### config.mk
export PLATFORM = sky130hd
export DESIGN_NAME = fesr_top
export DESIGN_NICKNAME = d
export VERILOG_FILES = /design/src/pkg/fesr_pkg.sv /design/src/fesr_sticky_flags.sv /design/src/fesr_top.sv
export SDC_FILE = /design/constraint.sdc
export NUM_CORES = 1
export LEC_CHECK = 0
export BUFFER_PORTS_ARGS = -buffer_cell sky130_fd_sc_hd__buf_2
export CAP_MARGIN = 10
export CORE_ASPECT_RATIO = 1.1
export CORE_MARGIN = 3
export CORE_UTILIZATION = 50
export DETAILED_ROUTE_END_ITERATION = 6
export PLACE_DENSITY = 0.81
export SYNTH_ARGS = -nofsm -noshare
export SYNTH_HDL_FRONTEND = slang
export SYNTH_SLANG_ARGS = --single-unit
### constraint.sdc
create_clock -name mclk -period 2.43 [get_ports mclk]
set_input_delay 0.486 -clock mclk [delete_from_list [all_inputs] [get_ports mclk]]
set_output_delay 0.486 -clock mclk [all_outputs]
set_load 0.01 [all_outputs]
### src/pkg/fesr_pkg.sv
// constants for the fault and event status register group
package fesr_pkg;
    // ========================================
    // bus widths
    localparam int ADDR_W = 8;
    localparam int DATA_W = 8;
    localparam int NUM_LATCHED = 4;

    // ========================================
    // register offsets
    localparam logic [7:0] OFF_MASK_ZERO   = 8'h2F;
    localparam logic [7:0] OFF_MASK_FIVE   = 8'h33;
    localparam logic [7:0] OFF_LATCHED_TWO = 8'h3B;
    localparam logic [7:0] OFF_LIVE_ZERO   = 8'h3C;
    localparam logic [7:0] OFF_CH_LIVE     = 8'h3D;

    // ========================================
    // field positions
    localparam int BIT_SUP_UP   = 7;
    localparam int BIT_SUP_LOW  = 6;
    localparam int BIT_VAD_UP   = 5;
    localparam int BIT_VAD_DOWN = 4;
    localparam int BIT_CLK_ERR  = 7;
    localparam int BIT_PLL_LOCK = 6;
    localparam int BIT_CH1      = 7;
    localparam int BIT_CH2      = 6;

    // ========================================
    // reset values
    localparam logic [7:0] RST_STATUS    = 8'h00;
    localparam logic [7:0] RST_MASK_FIVE = 8'h30;
    localparam logic [7:0] RST_MASK_ZERO = 8'hFF;
endpackage

### src/fesr_sticky_flags.sv
// bank of sticky event flags with read clear
`timescale 1ns/10ps
module fesr_sticky_flags #(
    parameter int N = 4
) (
    input  wire logic         mclk,
    input  wire logic         nrst,
    input  wire logic [N-1:0] set_pulse,
    input  wire logic         clr,
    output logic      [N-1:0] flags
);
    // ========================================
    // flag state
    logic [N-1:0] flags_reg;
    logic [N-1:0] flags_next;

    // set wins over clear so an event during the clearing read survives
    always_comb begin
        flags_next = flags_reg;
        if (clr) begin
            flags_next = '0;
        end
        flags_next = flags_next | set_pulse;
    end

    always_ff @(posedge mclk) begin
        if (!nrst) begin
            flags_reg <= '0;
        end else begin
            flags_reg <= flags_next;
        end
    end

    assign flags = flags_reg;
endmodule

### src/fesr_top.sv
// fault and event status registers with read port and mask gating
`timescale 1ns/10ps
module fesr_top
    import fesr_pkg::*;
(
    input  wire logic              mclk,
    input  wire logic              nrst,
    input  wire logic [ADDR_W-1:0] reg_addr,
    input  wire logic              reg_rd,
    input  wire logic              reg_wr,
    input  wire logic [DATA_W-1:0] reg_wdata,
    output logic      [DATA_W-1:0] reg_rdata,
    input  wire logic              supply_up_evt,
    input  wire logic              supply_low_evt,
    input  wire logic              vad_up_evt,
    input  wire logic              vad_down_evt,
    input  wire logic              clk_err_live,
    input  wire logic              pll_lock_live,
    input  wire logic              ch1_fault_live,
    input  wire logic              ch2_fault_live,
    output logic                   event_pending
);
    // ========================================
    // address decode
    function automatic logic hit(input logic [ADDR_W-1:0] a,
                                 input logic [ADDR_W-1:0] off);
        hit = (a == off);
    endfunction

    logic rd_latched;
    assign rd_latched = reg_rd && hit(reg_addr, OFF_LATCHED_TWO);

    // ========================================
    // latched events
    logic [NUM_LATCHED-1:0] evt_set;
    logic [NUM_LATCHED-1:0] latched_flags;
    logic [DATA_W-1:0]      latched_img;

    assign evt_set = {supply_up_evt, supply_low_evt,
                      vad_up_evt, vad_down_evt};

    fesr_sticky_flags #(
        .N (NUM_LATCHED)
    ) u_flags (
        .mclk      (mclk),
        .nrst      (nrst),
        .set_pulse (evt_set),
        .clr       (rd_latched),
        .flags     (latched_flags)
    );

    // flags occupy bits 7..4, low bits stay zero
    always_comb begin
        latched_img = RST_STATUS;
        latched_img[BIT_SUP_UP]   = latched_flags[3];
        latched_img[BIT_SUP_LOW]  = latched_flags[2];
        latched_img[BIT_VAD_UP]   = latched_flags[1];
        latched_img[BIT_VAD_DOWN] = latched_flags[0];
    end

    // ========================================
    // live status, sampled once so a read sees a stable value
    logic [DATA_W-1:0] live0_reg;
    logic [DATA_W-1:0] live0_next;
    logic [DATA_W-1:0] chlive_reg;
    logic [DATA_W-1:0] chlive_next;

    always_comb begin
        live0_next = RST_STATUS;
        chlive_next = RST_STATUS;
        live0_next[BIT_CLK_ERR]  = clk_err_live;
        live0_next[BIT_PLL_LOCK] = pll_lock_live;
        chlive_next[BIT_CH1]     = ch1_fault_live;
        chlive_next[BIT_CH2]     = ch2_fault_live;
    end

    always_ff @(posedge mclk) begin
        if (!nrst) begin
            live0_reg  <= RST_STATUS;
            chlive_reg <= RST_STATUS;
        end else begin
            live0_reg  <= live0_next;
            chlive_reg <= chlive_next;
        end
    end

    // ========================================
    // mask registers, writable from the control port
    logic [DATA_W-1:0] mask5_reg;
    logic [DATA_W-1:0] mask5_next;
    logic [DATA_W-1:0] mask0_reg;
    logic [DATA_W-1:0] mask0_next;

    always_comb begin
        mask5_next = mask5_reg;
        mask0_next = mask0_reg;
        if (reg_wr && hit(reg_addr, OFF_MASK_FIVE)) begin
            mask5_next = reg_wdata;
        end
        if (reg_wr && hit(reg_addr, OFF_MASK_ZERO)) begin
            mask0_next = reg_wdata;
        end
    end

    always_ff @(posedge mclk) begin
        if (!nrst) begin
            mask5_reg <= RST_MASK_FIVE;
            mask0_reg <= RST_MASK_ZERO;
        end else begin
            mask5_reg <= mask5_next;
            mask0_reg <= mask0_next;
        end
    end

    // ========================================
    // read data; writes to status offsets are ignored
    logic [DATA_W-1:0] rdata_reg;
    logic [DATA_W-1:0] rdata_next;

    always_comb begin
        rdata_next = rdata_reg;
        if (reg_rd) begin
            case (reg_addr)
                OFF_LATCHED_TWO: begin
                    rdata_next = latched_img;
                end
                OFF_LIVE_ZERO: begin
                    rdata_next = live0_reg;
                end
                OFF_CH_LIVE: begin
                    rdata_next = chlive_reg;
                end
                OFF_MASK_FIVE: begin
                    rdata_next = mask5_reg;
                end
                OFF_MASK_ZERO: begin
                    rdata_next = mask0_reg;
                end
                default: begin
                    rdata_next = RST_STATUS;
                end
            endcase
        end
    end

    // ========================================
    // masked event summary; 1b in a mask bit hides the event
    logic pend_reg;
    logic pend_next;

    always_comb begin
        pend_next = (|(latched_img[7:4] & ~mask5_reg[7:4]))
                  | (|(live0_reg[7:6] & ~mask0_reg[7:6]));
    end

    always_ff @(posedge mclk) begin
        if (!nrst) begin
            rdata_reg <= RST_STATUS;
            pend_reg  <= 1'b0;
        end else begin
            rdata_reg <= rdata_next;
            pend_reg  <= pend_next;
        end
    end

    assign reg_rdata     = rdata_reg;
    assign event_pending = pend_reg;
endmodule

== After elaboration in Yosys (flattened, before gate mapping) ==
Index checks and enable logic that the tools add are counted.
Word-level totals
  register bits after elaboration: 45
  input bits: 28
  output and inout bits: 9
  logic and storage cells: 27
Operators by class
  equal/unequal tests: 5
  mux-type cells: 2
  bitwise operators: 6
  reduce and logical (&&, ||, !) cells: 5
Operators with widths (number)
  $eq A8 B6 Y1 const B: 5
  $pmux W8 S5: 1
  $and A4 B4 Y4: 1
  $mux W4: 1
  $not A4 Y4: 1
  $or A4 B4 Y4: 1
  $reduce_or A4 Y1: 1
  $logic_and A1 B1 Y1: 3
  $and A2 B2 Y2: 1
  $not A2 Y2: 1
  $reduce_or A2 Y1: 1
  $or A1 B1 Y1: 1

== Logic depth before layout (Yosys ltp) ==
  depth after elaboration: 4
  mapped depth: 6
  mapped depth without buffers: 4

== Cells and area by module ==
A second synthesis with hierarchy kept.
Second synthesis, totals
  cell total of the unflattened synthesis: 164
  area total of the unflattened synthesis: 1427.6 um2
Modules (own cells, without submodules)
  fesr_top: instances 1, cells an instance 152, area each 1292.5 um2, sequential area each 580.6 um2
  fesr_sticky_flags: instances 1, cells an instance 12, area each 135.1 um2, sequential area each 80.1 um2

== Least setup slack after synthesis ==
OpenSTA, ideal clock, no wires.
  path type: input port to flip-flop
  start: in reg_addr[7]
  end: reg mask0_reg[0]
  library setup time: 129 ps
  data arrival time: 1823 ps
  data required time: 2301 ps
  path slack: 477 ps
  stages on the path: 5
  path buffers: 1
  path through: or3b_1 > buf_6 > nor4_4 > mux2i_1 > nand2_1
Between the ends
  word-level cells in the longest chain between the ends: 2
Ends and longest elaborated chain
  from (decl): line fesr_top.sv:8  | input wire logic [ADDR_W-1:0] reg_addr,
  $eq A8 B6 Y1: line fesr_top.sv:27  | hit = (a == off);
  $logic_and A1 B1 Y1: line fesr_top.sv:100  | if (reg_wr && hit(reg_addr, OFF_MASK_ZERO)) begin
  to (signal assigned): line fesr_top.sv:111  | mask0_reg <= mask0_next;
  to (decl): line fesr_top.sv:91  | logic [DATA_W-1:0] mask0_reg;
No other way between the ends.
A chain may end at the register's enable or synchronous reset.

== Worst setup path in the final report ==
  start: in reg_addr[7]
  end: reg mask5_reg[4]
Between the ends
  word-level cells in the longest chain between the ends: 2
Ends and longest elaborated chain
  $eq A8 B6 Y1: line fesr_top.sv:27
  $logic_and A1 B1 Y1: line fesr_top.sv:97  | if (reg_wr && hit(reg_addr, OFF_MASK_FIVE)) begin
  to (signal assigned): line fesr_top.sv:110  | mask5_reg <= mask5_next;
  to (decl): line fesr_top.sv:89  | logic [DATA_W-1:0] mask5_reg;
No other way between the ends.

==> impl_metrics.csv <==
group,metric,value,unit
routing,num_vias,1281,
synth,yosysWarningCount,0,
grt,grt_max_degree,30,
cells_and_area,layout_common_cells,"36 x buf_2, 33 x dfxtp_1, 25 x nand2_1",
cells_and_area,nFillCells,226,
synth,synth_cell_types,31,
run_status,status,"finished clean",
cells_and_area,area_delta_synth_final,17.5,%
synth,ys_seq_elements,33,
sta,tightestPinTransition,0.433,ns
floorplanning,initial_core_util,0.551,
sta,hold_viol,0,
cells_and_area,multi_input_area,714,sq um
floorplanning,die_area,3560,sq um
synth,synthesis.area,1440,sq um
floorplanning,rows,19,
clock_tree,cts_buffer_depth,2,
synth,synth_nets,189,
placed_design,place.gp.congestion,0.806,
cells_and_area,diodes,0,
grt,grt-ovfl-total,0,
clock_tree,cts_hold_buf,0,
cells_and_area,nets,227,
clock_tree,clk_latency,0.33,ns
synth,yosysSeqAreaShare,0.458,
routing,vias_per_cell,5.55,
sta,maxSlewViolCount,0,
critical_path,crit_path_end,"mask5_reg[4]$_SDFFE_PN1P_",
critical_path,ff2ff_setup_slack,1.46,ns
routing,wl_per_cell,13.7,um
floorplanning,fp.dieH,62.3,um
grt,grt_pass1_wl,5.20,mm
critical_path,reg2reg_from,"mask5_reg[5]$_SDFFE_PN1P_",
critical_path,cp_max_fo,11,
min_path,min_path_type,"input port to register",
critical_path,rr_worst_depth,4,
sta,fin_setup_tns,0,ns
placed_design,pre_cts_slack,0.225,ns
synth,syn_area_per_cell,8.95,sq um
floorplanning,die_w,57.2,um
floorplanning,ios,37,
grt,antenna_found_initial,0,
critical_path,startpoint_type,"input port",
routing,drc,0,
sta,period_needed,1.87,ns
floorplanning,core,2620,sq um
sta,clock_skew,0.00786,ns
sta,rsz0062_at_grt,"no",
job,maxCapViolations,0,
clock_tree,cts_setup_buffers,0,
critical_path,timing.rr.end,"reg_rdata[5]$_SDFFE_PN0P_",
routing,drtIter0Drc,45,
clock_tree,numCtsBuffers,5,
clock_tree,htree_levels,2,
critical_path,worst-setup-path-type,"input port to register",
sta,setup_slack,0.564,ns
cells_and_area,fin_util,0.648,
placed_design,dp_hpwl,2.42,mm
critical_path,startpoint,"reg_addr[7]",
critical_path,cp.arrival,2.06,ns
clock_tree,clk_pin_slew,0.10,ns
clock_tree,ctsResizeCount,0,
routing,firstDrtPassIters,4,
power,power_leakage,0.682,nW
clock_tree,tritoncts,"built",
power,total_power,0.935,mW
power,vdd_drop_max,0.000597,V
clock_tree,cts_root_buf,"clkbuf_4",
sta,setup_violations,0,
critical_path,cp-end-kind,"register",
cells_and_area,mostFrequentLayoutCell,"buf_2",
sta,slew-limit-headroom,0.712,
cells_and_area,drive_gt1_frac,0.245,
grt,grtUsageTotal,0.186,
routing,drt-total-wl,3.16,mm
critical_path,required,2.63,ns
sta,max_freq,536,MHz
cells_and_area,seqCellArea,661,sq um
routing,ant_nets,0,
sta,timing.final.crit_share,0.768,
grt,grt_pass1_vias,1172,
placed_design,io_buffer_count,36,
min_path,holdPathStages,2,
power,p_per_area,552,nW/um^2
clock_tree,clkSinkCount,33,
synth,synth_cells,161,
## synthesized netlist by cell type, drive strengths merged
cell type / count / area [sq um]
dfxtp: 33 / 661
nand2: 25 / 93.8
mux2i: 12 / 120
nand3: 10 / 50.1
a21oi: 8 / 40.0
o21ai: 8 / 40.0
inv: 7 / 26.3
a21boi: 6 / 45.0
a22oi: 6 / 45.0
clkbuf: 5 / 18.8
nor2b: 5 / 31.3
and2: 4 / 25.0
buf: 3 / 21.3
nor4: 3 / 33.8
o22ai: 3 / 18.8
or3b: 3 / 26.3
a211oi: 2 / 15.0
a22o: 2 / 17.5
and3b: 2 / 17.5
nand3b: 2 / 15.0
nor2: 2 / 7.51
nor3: 2 / 10.0
o2bb2ai: 2 / 17.5
or4: 2 / 15.0
nand2b: 1 / 6.26
nor3b: 1 / 7.51
o211ai: 1 / 7.51
o31a: 1 / 8.76
## logic make-up after synthesis
kind of cell | synth area share
AND/OR/NAND/NOR | 0.235
multiplexers | 0.0833
flip-flops | 0.458
AO/OA/AOI/OAI | 0.177
buffers and inverters | 0.0460
## metal layers
metal  global-route usage  up-vias  wire [um]
li1                     -      649          -
met1                0.221      586       1370
met2                0.303       40       1530
met3               0.0663        6        212
met4               0.0696        0         51
met5                    0        -          0
## worst min path at each step
stage / startpoint / endpoint / slack (ns)
3_5_place_dp: reg_rdata[4]$_SDFFE_PN0P_ / reg_rdata[4]$_SDFFE_PN0P_ / 0.45
6_report: ch2_fault_live / chlive_reg[6]$_SDFF_PN0_ / 0.35
2_1_floorplan: mask0_reg[4]$_SDFFE_PN1P_ / mask0_reg[4]$_SDFFE_PN1P_ / 0.44
3_3_place_gp: reg_rdata[3]$_SDFFE_PN0P_ / reg_rdata[3]$_SDFFE_PN0P_ / 0.43
4_1_cts: ch2_fault_live / chlive_reg[6]$_SDFF_PN0_ / 0.34
5_1_grt: ch2_fault_live / chlive_reg[6]$_SDFF_PN0_ / 0.33
## cell type report
class,count,area share
inverters,7,0.0155
clock inverters,2,0.00591
clock buffers,6,0.0244
well taps,31,0.0229
multi-input cells,113,0.422
repair buffers,39,0.120
flip-flops and latches,33,0.390
## through the flow
step | hold slack [ns] | cell area (sq um) | std cells
floorplan | 0.442 | 1440 | 161
global placement | 0.431 | 1640 | 223
detailed placement | 0.447 | 1640 | 223
CTS | 0.342 | 1690 | 231
global route | 0.334 | 1690 | 231
finish | 0.354 | 1690 | 231
## report_power, final
group          internal [mW]  total, mW  switching (mW)
Sequential             0.552      0.559         0.00648
Clock                  0.110      0.291           0.181
Combinational         0.0390     0.0850          0.0461
## worst max-delay path, stage by stage
cell     delay [ns]
buf_2          0.09
or3b_1         0.55
or4_1          0.73
nand2_1        0.13
nand3_1        0.08
(Power assumes the default switching activity.)
